[src/hpr_pkg.sv]
// Shared types and constants of the host port ready logic and its ack glue.
// Assumes one clock, clk_sys, shared by the port logic and the host bus glue.
package hpr_pkg;

	// ==========================================================
	// Register select codes on port_register_select
	localparam logic [1:0] SEL_CONTROL     = 2'h0;
	localparam logic [1:0] SEL_DATA_AUTOINC = 2'h1;
	localparam logic [1:0] SEL_ADDRESS     = 2'h2;
	localparam logic [1:0] SEL_DATA_FIXED  = 2'h3;

	// ==========================================================
	// Field meanings and reset values
	localparam logic HALF_FIRST     = 1'b0;
	localparam logic RW_READ        = 1'b1;
	localparam logic RST_STROBE_N   = 1'b1;
	localparam logic RST_READY_OUT  = 1'b0;
	localparam logic RST_ACK_NODE   = 1'b1;
	localparam logic RST_PIN_SEL_N  = 1'b1;
	localparam int   PORT_PIN_WIDTH = 7;

	// ==========================================================
	// Port side pins of the host port
	typedef struct packed {
		logic       chipSelN;
		logic       strobeA;
		logic       strobeB;
		logic [1:0] regSel;
		logic       halfSel;
		logic       readWrite;
	} hpr_port_pins_t;

	// Host bus controller signals seen by the glue
	typedef struct packed {
		logic chipSelN;
		logic startN;
	} hpr_host_bus_t;

	typedef enum logic [1:0] {
		ST_IDLE    = 2'b00,
		ST_ACCESS  = 2'b01,
		ST_FETCH   = 2'b10
	} hpr_state_t;

endpackage : hpr_pkg

[src/hpr_pin_filter.sv]
// Three-stage input synchroniser with agreement filter.
// Assumes the inputs are asynchronous to clk_sys.
`timescale 1ns/1ns
module hpr_pin_filter #(
	parameter int               WIDTH   = 1,
	parameter logic [WIDTH-1:0] RST_VAL = '0
) (
	// Clock and reset
	input  wire logic             clk_sys,
	input  wire logic             sys_rst,
	// Raw and filtered levels
	input  wire logic [WIDTH-1:0] pinIn,
	output logic      [WIDTH-1:0] pinOut
);

	typedef struct packed {
		logic [WIDTH-1:0] s1;
		logic [WIDTH-1:0] s2;
		logic [WIDTH-1:0] s3;
		logic [WIDTH-1:0] flt;
	} hpr_filt_t;

	hpr_filt_t state_ff;
	hpr_filt_t nxt_state;

	// ==========================================================
	// Per-bit agreement: first stage feeds only the second
	always_comb begin
		nxt_state    = state_ff;
		nxt_state.s1 = pinIn;
		nxt_state.s2 = state_ff.s1;
		nxt_state.s3 = state_ff.s2;
		for (int i = 0; i < WIDTH; i++) begin
			if (state_ff.s2[i] == state_ff.s3[i]) begin
				nxt_state.flt[i] = state_ff.s3[i];
			end
		end
	end

	always_ff @(posedge clk_sys) begin
		if (sys_rst) begin
			state_ff <= '{s1: RST_VAL, s2: RST_VAL, s3: RST_VAL, flt: RST_VAL};
		end else begin
			state_ff <= nxt_state;
		end
	end

	assign pinOut = state_ff.flt;

endmodule : hpr_pin_filter

[src/hpr_host_port_ready.sv]
// Host port ready handshake plus the clocked glue making transfer ack.
// Assumes port pins and the ready pin are asynchronous; host bus signals share clk_sys.
// Assumes fetchDone and workDone come from the transfer engine in the clk_sys domain.
//
// What this block does
// - Internal strobe low is XNOR of data strobes ORed with chip select.
// - Ready output is forced low whenever port chip select is high.
// - Ready goes high at chip select fall while earlier work is unfinished.
// - First halfword data read issues a fetch; ready high until word loaded.
// - Strobe rise after second halfword of data write or autoinc read raises busy.
// - Control, address and other accesses leave ready low unless earlier work is unfinished.
// - Ack asserts only when registered ready node and host chip select are low.
// - Each clock, ready node loads chip select OR ready_n OR inverted start.
`timescale 1ns/1ns
module hpr_host_port_ready (
	// Clock and reset
	input  wire logic                   clk_sys,
	input  wire logic                   sys_rst,
	// Host port pins
	input  wire hpr_pkg::hpr_port_pins_t portPins,
	output logic                        portReadyOut,
	output logic                        internalPortStrobeN,
	// Internal transfer engine
	output logic                        fetchReq,
	input  wire logic                   fetchDone,
	input  wire logic                   workDone,
	// Host bus glue
	input  wire hpr_pkg::hpr_host_bus_t hostBus,
	input  wire logic                   readyInN,
	output logic                        transferAckN
);

	typedef struct packed {
		hpr_pkg::hpr_state_t phase;
		logic                strobeN;
		logic                busy;
		logic                fetchPend;
		logic                fetchReq;
		logic                readyOut;
		logic                lastHalf;
		logic                bumpOnRise;
		logic                ackNode;
	} hpr_core_t;

	hpr_core_t              state_ff;
	hpr_core_t              nxt_state;
	hpr_pkg::hpr_port_pins_t pinsSync;
	logic                   readySyncN;
	logic                   curStrobeN;
	logic                   strobeFall;
	logic                   strobeRise;
	logic                   isDataReg;
	logic                   isRead;

	// Decoded access from synchronised pins; workPending from busy and fetchPend
	logic                   isAutoInc;
	logic                   isSecondHalf;
	logic                   marksWork;
	logic                   wantsFetch;
	logic                   workPending;

	// ==========================================================
	// Reset images
	// Strobes rest apart under a high select, so leaving reset makes no strobe edge
	localparam hpr_pkg::hpr_port_pins_t PIN_RST = '{
		chipSelN:  hpr_pkg::RST_PIN_SEL_N,
		strobeA:   1'b1,
		strobeB:   1'b0,
		regSel:    hpr_pkg::SEL_CONTROL,
		halfSel:   hpr_pkg::HALF_FIRST,
		readWrite: ~hpr_pkg::RW_READ
	};

	// Ready pin rests at not ready, so no ack leaks out of reset
	localparam logic READY_RST_N = 1'b1;

	// Idle and not ready; ack node high keeps ack negated
	localparam hpr_core_t CORE_RST = '{
		phase:      hpr_pkg::ST_IDLE,
		strobeN:    hpr_pkg::RST_STROBE_N,
		busy:       1'b0,
		fetchPend:  1'b0,
		fetchReq:   1'b0,
		readyOut:   hpr_pkg::RST_READY_OUT,
		lastHalf:   1'b0,
		bumpOnRise: 1'b0,
		ackNode:    hpr_pkg::RST_ACK_NODE
	};

	// ==========================================================
	// Pin synchronisers
	// Each bit moves only once stages two and three agree
	hpr_pin_filter #(
		.WIDTH   (hpr_pkg::PORT_PIN_WIDTH),
		.RST_VAL (PIN_RST)
	) u_port_filter (
		.clk_sys (clk_sys),
		.sys_rst (sys_rst),
		.pinIn   (portPins),
		.pinOut  (pinsSync)
	);

	// Ready pin crosses in before it reaches the ack node
	hpr_pin_filter #(
		.WIDTH   (1),
		.RST_VAL (READY_RST_N)
	) u_ready_filter (
		.clk_sys (clk_sys),
		.sys_rst (sys_rst),
		.pinIn   (readyInN),
		.pinOut  (readySyncN)
	);

	// ==========================================================
	// Access decode
	always_comb begin
		curStrobeN = ~(pinsSync.strobeA ^ pinsSync.strobeB) | pinsSync.chipSelN;
		strobeFall = state_ff.strobeN & ~curStrobeN;
		strobeRise = ~state_ff.strobeN & curStrobeN;
		isDataReg  = (pinsSync.regSel == hpr_pkg::SEL_DATA_AUTOINC) ||
		             (pinsSync.regSel == hpr_pkg::SEL_DATA_FIXED);
		isRead     = (pinsSync.readWrite == hpr_pkg::RW_READ);

		isAutoInc    = (pinsSync.regSel == hpr_pkg::SEL_DATA_AUTOINC);
		isSecondHalf = (pinsSync.halfSel != hpr_pkg::HALF_FIRST);
		// Only data writes and autoinc reads leave work behind
		marksWork    = isDataReg && (!isRead || isAutoInc);
		// Data reads prefetch on the first halfword only
		wantsFetch   = isDataReg && isRead && !isSecondHalf;
	end

	// ==========================================================
	// Next state
	always_comb begin
		nxt_state          = state_ff;
		nxt_state.strobeN  = curStrobeN;
		nxt_state.fetchReq = 1'b0;

		// Completion first so a same-cycle set below wins
		if (workDone) begin
			nxt_state.busy = 1'b0;
		end
		if (fetchDone) begin
			nxt_state.fetchPend = 1'b0;
		end

		// Phase machine: one access in flight at a time
		unique case (state_ff.phase)
			hpr_pkg::ST_IDLE: begin
				if (strobeFall) begin
					// Selects caught here; the host may move them while the strobe is low
					nxt_state.lastHalf   = isSecondHalf;
					// only data write or autoinc read marks work
					nxt_state.bumpOnRise = marksWork;
					// fetch on first halfword data read
					if (wantsFetch) begin
						nxt_state.fetchReq  = 1'b1;
						nxt_state.fetchPend = 1'b1;
						nxt_state.phase     = hpr_pkg::ST_FETCH;
					end else begin
						nxt_state.phase = hpr_pkg::ST_ACCESS;
					end
				end
			end
			hpr_pkg::ST_FETCH: begin
				// Wait for the loaded word while the strobe stays low
				if (fetchDone || !state_ff.fetchPend) begin
					nxt_state.phase = hpr_pkg::ST_ACCESS;
				end
			end
			hpr_pkg::ST_ACCESS: begin
				// write is only complete once host holds strobe past ready low
				if (strobeRise) begin
					nxt_state.phase = hpr_pkg::ST_IDLE;
					if (state_ff.lastHalf && state_ff.bumpOnRise) begin
						nxt_state.busy = 1'b1;
					end
				end
			end
			default: begin
				nxt_state.phase = hpr_pkg::ST_IDLE;
			end
		endcase

		// Strobe lost while waiting: drop back to idle, fetch still completes
		if (state_ff.phase == hpr_pkg::ST_FETCH && strobeRise) begin
			nxt_state.phase = hpr_pkg::ST_IDLE;
		end

		// unfinished work or fetch keeps the port busy
		workPending        = nxt_state.busy | nxt_state.fetchPend;
		// ready gated by select, high only for pending work
		nxt_state.readyOut = ~pinsSync.chipSelN & workPending;

		// Node loaded high while start is asserted, so ack never lands in the following cycle
		// registered ready node
		nxt_state.ackNode = hostBus.chipSelN | readySyncN | ~hostBus.startN;
	end

	always_ff @(posedge clk_sys) begin
		if (sys_rst) begin
			state_ff <= CORE_RST;
		end else begin
			state_ff <= nxt_state;
		end
	end

	// ==========================================================
	// Outputs
	assign portReadyOut        = state_ff.readyOut;
	assign internalPortStrobeN = state_ff.strobeN;
	assign fetchReq            = state_ff.fetchReq;
	// Limitation: ack trails the ready pin by the synchroniser delay
	// ack from register and host select only
	assign transferAckN        = ~(~state_ff.ackNode & ~hostBus.chipSelN);

endmodule : hpr_host_port_ready

[config.mk]
export PLATFORM = sky130hd
export DESIGN_NAME = hpr_host_port_ready
export DESIGN_NICKNAME = d
export VERILOG_FILES = /design/src/hpr_pkg.sv /design/src/hpr_pin_filter.sv /design/src/hpr_host_port_ready.sv
export SDC_FILE = /design/constraint.sdc
export NUM_CORES = 1
export LEC_CHECK = 0
export ABC_AREA = 0
export BUFFER_PORTS_ARGS = -buffer_cell sky130_fd_sc_hd__buf_4
export CAP_MARGIN = 10
export CELL_PAD_IN_SITES_DETAIL_PLACEMENT = 1
export CELL_PAD_IN_SITES_GLOBAL_PLACEMENT = 1
export CORE_UTILIZATION = 42
export CTS_CLUSTER_SIZE = 28
export DETAILED_ROUTE_END_ITERATION = 12
export GPL_TIMING_DRIVEN = 0
export HOLD_SLACK_MARGIN = 0.15
export PLACE_DENSITY_LB_ADDON = 0.1
export SETUP_SLACK_MARGIN = 0.2
export SYNTH_ARGS = -nofsm -noshare
export SYNTH_HDL_FRONTEND = slang
export SYNTH_SLANG_ARGS = --single-unit
[constraint.sdc]
create_clock -name clk_sys -period 1.8 [get_ports clk_sys]
set_input_delay 0.09 -clock clk_sys [delete_from_list [all_inputs] [get_ports clk_sys]]
set_output_delay 0.09 -clock clk_sys [all_outputs]
set_load 0.02 [all_outputs]
==> results of run 1 <==
worst paths after layout:
path,from,endpoint,slack (ns),cells past startpoint
min reg2reg,u_port_filter.nxt_state[20]$_SDFF_PP1_,u_port_filter.nxt_state[13]$_SDFF_PP1_,0.42,1
max,u_port_filter.pinOut[5]$_SDFFE_PP1N_,portReadyOut$_SDFF_PP0_,0.19,5
max reg2reg,u_port_filter.pinOut[5]$_SDFFE_PP1N_,portReadyOut$_SDFF_PP0_,0.19,5
min,fetchDone,state_ff[5]$_SDFF_PP0_,0.22,4
cell usage after synthesis (2+ instances only):
| library cell | count |
|---|---|
| dfxtp_1 | 42 |
| nor2b_1 | 15 |
| or2_2 | 10 |
| a21oi_1 | 9 |
| nor2_1 | 8 |
| nand2_1 | 7 |
| o21ai_0 | 6 |
| clkbuf_1 | 4 |
| inv_1 | 3 |
| o21bai_1 | 3 |
| nand2b_1 | 2 |
cell usage in the layout (no fill, tap or decap), drive strengths merged, types with 2 or more instances in the layout:
cell         netlist  final
clkbuf             4     11
dfxtp             42     42
nor2               8      8
buf                1     21
nand2b             2      2
dlygate4sd3        0     12
nand2              7      7
inv                3      3
o21bai             3      3
or2               10     10
a21oi              9      9
nor2b             15     15
o21ai              6      6
worst max-delay path, stage by stage (launching register included):
cell and delay (ns):
dfxtp_4 0.38, xnor2_4 0.16, or4_4 0.42, buf_6 0.14, o31a_1 0.26, a211oi_2 0.17
flip-flops by register name, indices dropped and copies added (netlist names):
| register | flops |
|---|---|
| fetchReq | 1 |
| u_port_filter.nxt_state | 14 |
| u_port_filter.pinOut | 7 |
| u_port_filter.state_ff | 7 |
| portReadyOut | 1 |
| internalPortStrobeN | 1 |
| u_ready_filter.nxt_state | 2 |
| u_ready_filter.state_ff | 1 |
| state_ff | 7 |
| u_ready_filter.pinOut | 1 |
logic make-up after synthesis:
group	Yosys count	share of synthesized area, %
muxes	1	0.745
and+or+nand+nor	48	20.3
DFF	42	62.6
AOI/OAI and AO/OA	27	13.4
buffers and inverters	8	2.33
xor gates and xnor gates	1	0.652
cell type report:
type / instances / area [sq um] / share of cell area (%)
flip-flops and latches: 42 / 848 / 47.8
multi-input cells: 77 / 503 / 28.3
repair buffers: 32 / 270 / 15.2
clock buffers: 7 / 55.1 / 3.10
well taps: 44 / 55.1 / 3.10
plain buffers: 5 / 26.3 / 1.48
inverters: 3 / 11.3 / 0.635
clock inverters: 1 / 5.00 / 0.282
power by group:
part	switching [mW]	internal, mW	leakage [nW]
Clock	0.285	0.189	0.0353
Sequential	0.00926	0.950	0.343
Combinational	0.0288	0.0525	0.307
Total	0.323	1.19	0.686
repair_timing:
action / 4_1_cts / 5_1_grt
pin swaps: 0 / 2
endpoints found under the setup margin: 2 / 3
hold buffers: 12 / 0
setup buffers: 1 / 2
resized for setup: 5 / 6
endpoints found under the hold margin: 12 / 0
gates cloned: 0 / 0
layer usage:
layer | up-vias | wire (um) | part of all wire, %
met4 | 0 | 100 | 3.5
met1 | 483 | 1090 | 39
met3 | 10 | 68 | 2.4
met5 | - | 0 | 0
li1 | 503 | - | -
met2 | 19 | 1560 | 55
==> impl_metrics.yaml, run 1 <==
outcome:
  status: "completed"
yosys:
  netlist_area_sq_mm: 0.00134
  async_flop_share_pct: 0
  yosys_register_bits: 42
  synth.distinct_cells: 29
  yosysTopAreaCellShare_pct: 62.6
  synth.largest_area_cell: "dfxtp_1"
  yosys-top-cells-area: "dfxtp_1, nor2b_1, or2_2, a21oi_1, o21ai_0"
  synth_flop_cell: "dfxtp_1"
  synth-edff-count: 0
  yosys_warnings: 0
  syn_inst: 127
  syn_area_per_cell_sq_um: 10.6
  yosysSeqAreaShare_pct: 62.6
  syn-num-nets: 141
sta:
  hold_viol_final: 0
  layout_setup_ws_ns: 0.188
  timing.fmax_mhz: 620
  min_period_over_period_pct: 89.5
  setup_tns_ns: 0
  maxSlewViolCount: 0
  finalSetupViolations: 0
  max_slew_margin_pct: 63.5
  tightestPinTransition_ns: 0.533
  rsz0062_at_grt: "yes"
  min_period_ns: 1.61
  skew_ns: 0.00375
  fin_hold_ws_ns: 0.216
detailed_routing:
  wirelength_um: 2820
  firstDrtPassIters: 3
  viasPerCell: 4.81
  drt_iter0_markers: 33
  detail_route.wl_per_cell_um: 13.4
  ant_nets: 0
  drc: 0
  vias: 1015
layout:
  final_cells: 211
  fillers: 351
  drive_gt1_share_pct: 30.5
  areaGrowthSynthToFinish_pct: 32.0
  nets: 180
  utilization_pct: 58.1
  diodes: 0
  finalInstanceArea_sq_mm: 0.00177
place:
  gp_congestion: 0.702
  pre_cts_ws_ns: 0.0925
  dp.cells: 188
  dp_hpwl_um: 1750
  io_buffers: 17
  placed_cell_area_sq_mm: 0.00153
setup_path:
  worstSetupPathType: "reg2reg"
  endpoint_kind: "flop"
  required_ns: 2.08
  worstPathArrival_ns: 1.90
  cp-start-kind: "flop"
  cp_max_fo: 5
clocking:
  clk_latency_ns: 0.35
  clk_path_buf_depth: 2
  cts_tree: "built"
  htree_levels: 2
  path_clk_slew_ns: 0.11
  ctsRootBufferMaster: "clkbuf_4"
  cts_num_sinks: 42
  cts_buffers: 5
die:
  start_util_pct: 44.0
  dieWidth_um: 58.6
  die_h_um: 58.6
  io_pins: 18
  dieArea_sq_mm: 0.00343
  core_region_area_sq_mm: 0.00305
  rows: 20
grt:
  met3_usage_pct: 4.62
  overflow: 0
  grt_max_degree: 13
  grt_pass1_wl_um: 4410
  grt_pass1_vias: 1018
  grt_most_used_layer: "met2"
  grt_use_met2_pct: 32.0
  grt_util_all_layers_pct: 18.3
  antenna_found_initial: 0
  use_met1_pct: 19.0
worst_hold_path:
  min_path_type: "in2reg"
pwr:
  p_leak_nw: 0.686
  power_mw: 1.52
  peakVddDrop_uv: 505
  power_density_mw_per_mm2: 854
run:
  max-cap-violations: 0
(Power assumes the default switching activity.)
==> inputs of run 2 (changes only) <==
--- a/config.mk
+++ b/config.mk
@@ -15,7 +15,7 @@
 export DETAILED_ROUTE_END_ITERATION = 12
 export GPL_TIMING_DRIVEN = 0
 export HOLD_SLACK_MARGIN = 0.15
-export PLACE_DENSITY_LB_ADDON = 0.1
+export PLACE_DENSITY = 0.8
 export SETUP_SLACK_MARGIN = 0.2
 export SYNTH_ARGS = -nofsm -noshare
 export SYNTH_HDL_FRONTEND = slang
==> impl_metrics.yaml, run 2 (same netlist as run 1, synthesis figures left out) <==
outcome:
  status: "completed"
sta:
  setup_tns_ns: 0
  hold_viol_final: 0
  min_period_over_period_pct: 90.4
  max_slew_margin_pct: 61.9
  maxSlewViolCount: 0
  finalSetupViolations: 0
  timing.fmax_mhz: 615
  skew_ns: 0.0154
  tightestPinTransition_ns: 0.572
  fin_hold_ws_ns: 0.221
  min_period_ns: 1.63
  rsz0062_at_grt: "yes"
detailed_routing:
  drt_iter0_markers: 13
  firstDrtPassIters: 3
  detail_route.wl_per_cell_um: 13.6
  drc: 0
  ant_nets: 0
  wirelength_um: 2860
  vias: 1014
  viasPerCell: 4.83
clocking:
  ctsRootBufferMaster: "clkbuf_4"
  htree_levels: 2
  path_clk_slew_ns: 0.12
  cts_tree: "built"
  cts_num_sinks: 42
  cts_buffers: 5
  clk_path_buf_depth: 2
  clk_latency_ns: 0.35
setup_path:
  required_ns: 2.08
  critPathBufInv: 1
  crit_family: "simple AND/OR/NAND/NOR gates"
  cp_max_fo: 4
  cp-start-kind: "flop"
  cp_slowest_stage_delay_ns: 0.48
  path_depth: 5
  r2r_cells: 5
  worstPathArrival_ns: 1.91
  endpoint_kind: "flop"
  worstPathCellList: "nand2b_4 -> or4_4 -> buf_6 -> o31a_1 -> a211oi_2"
  worstSetupPathType: "reg2reg"
  crit_slowest_cell: "or4_4"
pwr:
  sw_frac_of_total_pct: 20.7
  clockPowerShare_pct: 34.9
  p_int_mw: 1.27
  p_leak_nw: 0.691
  peakVddDrop_uv: 431
  power_density_mw_per_mm2: 895
  seqPwrFrac_pct: 60.0
  p_sw_mw: 0.331
  comb_power_share_pct: 5.1
grt:
  grt_pass1_wl_um: 4720
  grt_util_all_layers_pct: 19.2
  grt_pass1_vias: 1060
  overflow: 0
  antenna_found_initial: 0
  grt_max_degree: 13
die:
  rows: 20
  dieArea_sq_mm: 0.00343
  core_region_area_sq_mm: 0.00305
  io_pins: 18
  start_util_pct: 44.0
  die_h_um: 58.6
  dieWidth_um: 58.6
place:
  gp_congestion: 0.754
  dp.cells: 188
  placed_cell_area_sq_mm: 0.00153
  dp_hpwl_um: 1760
  io_buffers: 17
layout:
  finalInstanceArea_sq_mm: 0.00179
  final_cells: 210
  largest_reg_flops: 14
  final_common_cell: "dfxtp_1"
  areaGrowthSynthToFinish_pct: 33.1
  mostFrequentLayoutCells: "dfxtp_1, buf_4, nor2b_1, dlygate4sd3_1, or2_2"
  nets: 179
  utilization_pct: 58.6
  diodes: 0
  drive_gt1_share_pct: 30.7
run:
  max-cap-violations: 0
worst_hold_path:
  whs_path_depth: 4
  min_path_type: "in2reg"
[run 2: routing by layer]
| metal | GRT usage, % | part of all wire (%) |
|---|---|---|
| met1 | 20.1 | 42 |
| met2 | 34.3 | 54 |
| met3 | 7.91 | 3.5 |
| met4 | 7.14 | 1.2 |
| met5 | 0 | 0 |
[run 2: through the flow]
step / power (mW) / worst slack (ns)
3_5_place_dp: 1.04 / 0.107
2_1_floorplan: 1.01 / 0.219
6_report: 1.60 / 0.173
3_3_place_gp: 1.04 / 0.147
4_1_cts: 1.61 / 0.143
5_1_grt: 1.67 / 0.111
[run 2: layout make-up]
class                   instances  area (sq um)
fillers                       354          1260
flip-flops and latches         42           847
multi-input cells              77           507
repair buffers                 31           263
clock buffers                   8          78.8
well taps                      44          55.1
plain buffers                   5          26.3
inverters                       3          11.3
[run 2: worst paths after layout]
kind                                                              from                                     end  slack, ns
worst max-delay path                          state_ff[9]$_SDFFE_PP0P_                 portReadyOut$_SDFF_PP0_       0.17
worst min-delay path                                         fetchDone                  state_ff[5]$_SDFF_PP0_       0.22
worst max register to register                state_ff[9]$_SDFFE_PP0P_                 portReadyOut$_SDFF_PP0_       0.17
worst min register to register  u_ready_filter.nxt_state[2]$_SDFF_PP1_  u_ready_filter.nxt_state[1]$_SDFF_PP1_       0.42
[run 2: what timing repair did]
action                                  4_1_cts  5_1_grt
endpoints found under the setup margin        2        5
hold endpoints to repair                     12        0
resized for setup                             5        6
setup buffers                                 2        0
hold buffers                                 12        0
pin swaps                                     2        1
[run 2: worst reg2reg max path, stage by stage (launching register included)]
cell and delay (ns):
dfxtp_4 0.37, nand2b_4 0.14, or4_4 0.48, buf_6 0.14, o31a_1 0.27, a211oi_2 0.17
[run 2: power by group through the flow]
stage          Sequential (mW)  Combinational, mW  Clock (mW)
6_report                 0.960             0.0815       0.559
5_1_grt                  0.963             0.0896       0.621
4_1_cts                  0.960             0.0805       0.574
3_5_place_dp             0.982             0.0590           0
3_3_place_gp             0.980             0.0561           0
2_1_floorplan            0.979             0.0289           0
==> inputs of run 3 (changes only) <==
--- a/config.mk
+++ b/config.mk
@@ -10,13 +10,14 @@
 export CAP_MARGIN = 10
 export CELL_PAD_IN_SITES_DETAIL_PLACEMENT = 1
 export CELL_PAD_IN_SITES_GLOBAL_PLACEMENT = 1
-export CORE_UTILIZATION = 42
+export CORE_UTILIZATION = 38
 export CTS_CLUSTER_SIZE = 28
 export DETAILED_ROUTE_END_ITERATION = 12
 export GPL_TIMING_DRIVEN = 0
 export HOLD_SLACK_MARGIN = 0.15
-export PLACE_DENSITY = 0.8
+export PLACE_DENSITY = 0.73
 export SETUP_SLACK_MARGIN = 0.2
 export SYNTH_ARGS = -nofsm -noshare
 export SYNTH_HDL_FRONTEND = slang
+export SYNTH_HIERARCHICAL = 1
 export SYNTH_SLANG_ARGS = --single-unit
==> impl_metrics.yaml, run 3 <==
setup_path:
  reg2reg_slack_ns: 0.32
  cp_slowest_stage_delay_ns: 0.54
  rr_startpoint: "u_port_filter/pinOut[4]$_SDFFE_PP0N_"
  crit_end: "portReadyOut$_SDFF_PP0_"
  cp-start-kind: "input pin"
  crit_slowest_cell: "dlygate4sd3_1"
  regToRegEndpoint: "state_ff[9]$_SDFFE_PP0P_"
  critical_path.startpoint: "sys_rst"
  r2r_cells: 5
  required_ns: 2.03
  endpoint_kind: "flop"
  worstPathArrival_ns: 1.75
  worstPathCellList: "dlygate4sd3_1 -> buf_4 -> buf_2 -> or3b_2 -> o41ai_4 -> o21a_1"
  worstSetupPathType: "in2reg"
  cp_max_fo: 15
sta:
  rsz0062_at_grt: "no"
  max_slew_margin_pct: 72.1
  hold_viol_final: 0
  timing.fmax_mhz: 661
  finalSetupViolations: 0
  setup_tns_ns: 0
  skew_ns: 0.00281
  min_period_over_period_pct: 84.1
  maxSlewViolCount: 0
  tightestPinTransition_ns: 0.418
  fin_hold_ws_ns: 0.187
  min_period_ns: 1.51
grt:
  overflow: 0
  grt_pass1_vias: 1089
  grt_max_degree: 16
  grt_util_all_layers_pct: 15.8
  grt_pass1_wl_um: 4830
  antenna_found_initial: 0
yosys:
  synth_flop_cell: "dfxtp_1"
  synthTopCellsByCount: "dfxtp_1, a21oi_1, nand2_1, or2_1"
  syn-num-nets: 147
  synth.most_common_cell: "dfxtp_1"
  synth-edff-count: 0
  async_flop_share_pct: 0
  syn_area_per_cell_sq_um: 11.0
  syn_inst: 133
  synth.largest_area_cell: "dfxtp_1"
  yosysSeqAreaShare_pct: 57.2
  yosys_register_bits: 42
  yosysTopAreaCellShare_pct: 57.2
  synth.distinct_cells: 34
  yosys-top-cells-area: "dfxtp_1, and2b_1, or2_1, a21oi_1, buf_4"
  netlist_area_sq_mm: 0.00147
  yosys_warnings: 6
worst_hold_path:
  min_path_type: "in2reg"
detailed_routing:
  viasPerCell: 4.56
  firstDrtPassIters: 3
  detail_route.wl_per_cell_um: 11.8
  drt_iter0_markers: 33
  ant_nets: 0
  wl_met1_um: 1080
  vias: 993
  met2_wirelength_um: 1340
  top_layer: "met4"
  drc: 0
  wirelength_um: 2570
  met3WireLength_um: 85
layout:
  utilization_pct: 50.8
  diodes: 0
  mostFrequentLayoutCells: "dfxtp_1, buf_4, dlygate4sd3_1, a21oi_1"
  largest_reg_flops: 14
  final_common_cell: "dfxtp_1"
  areaGrowthSynthToFinish_pct: 27.6
  nets: 184
  drive_gt1_share_pct: 25.9
  final_cells: 218
  fillers: 437
die:
  dieArea_sq_mm: 0.00412
  die_h_um: 64.2
  rows: 22
  io_pins: 18
  start_util_pct: 39.8
  core_region_area_sq_mm: 0.00369
  dieWidth_um: 64.2
place:
  dp_hpwl_um: 1790
  dp.cells: 198
  io_buffers: 17
  gp_congestion: 0.755
clocking:
  cts_buffers: 5
  htree_levels: 2
  clk_path_buf_depth: 2
  cts_tree: "built"
  clk_latency_ns: 0.28
  ctsRootBufferMaster: "clkbuf_8"
  path_clk_slew_ns: 0.07
  cts_num_sinks: 42
pwr:
  power_density_mw_per_mm2: 851
  p_leak_nw: 0.776
  peakVddDrop_uv: 590
outcome:
  status: "completed"
run:
  max-cap-violations: 0
## run 3: repair_timing
item	4_1_cts	5_1_grt
resized for setup	0	1
setup endpoints to repair	0	1
setup buffers	0	0
hold buffers	13	0
endpoints found under the hold margin	13	0
## run 3: logic make-up (layout without fill, tap and decap cells)
family	Yosys count	in the layout	synth area share, %
AOI/OAI and AO/OA	24	24	11.6
xor gates and xnor gates	1	1	1.11
adders and majority gates	1	1	0.767
buffers and inverters	13	50	6.22
DFF	42	42	57.2
and+or+nand+nor	52	52	23.1
## run 3: how the worst min path moves through the flow
stage / start / end / cells past startpoint
after floorplan: portPins[5] / u_port_filter/nxt_state[19]$_SDFF_PP1_ / 1
after global placement: portPins[5] / u_port_filter/nxt_state[19]$_SDFF_PP1_ / 2
after detailed placement: portPins[6] / u_port_filter/nxt_state[20]$_SDFF_PP1_ / 2
after CTS: fetchDone / state_ff[5]$_SDFF_PP0_ / 3
after global routing: fetchDone / state_ff[5]$_SDFF_PP0_ / 3
final: fetchDone / state_ff[5]$_SDFF_PP0_ / 3
## run 3: through the flow
stage               total power [mW]  setup slack [ns]  cell area [sq um]
detailed placement              1.05             0.301               1660
floorplan                       1.01             0.491               1470
global placement                1.04             0.431               1660
finish                          1.60             0.287               1870
CTS                             1.62             0.285               1860
global route                    1.68             0.211               1870
## run 3: report_power, final
part	internal, mW	leakage, nW	switching (mW)	total (mW)
logic	0.0578	0.395	0.0279	0.0857
registers	0.951	0.343	0.00865	0.960
clock network	0.267	0.0383	0.283	0.550
## run 3: area by class of cell
type	count	area (sq um)	share of cell area, %
inverters	3	11.3	0.601
well taps	48	60.1	3.20
repair buffers	30	258	13.8
plain buffers	10	80.1	4.27
clock buffers	7	76.3	4.07
multi-input cells	78	548	29.2
flip-flops and latches	42	841	44.9
## run 3: routing by layer
| layer | GRT usage (%) | vias to the layer above |
|---|---|---|
| met5 | 0 | - |
| met4 | 9.17 | 0 |
| met3 | 4.29 | 7 |
| met2 | 27.9 | 14 |
| met1 | 16.8 | 467 |
| li1 | - | 505 |
## run 3: worst max-delay path, delay by kind of cell
family	cells	cell delay, ns
AO/OA/AOI/OAI	2	0.23
AND/OR/NAND/NOR	1	0.50
buffers and inverters	3	0.93
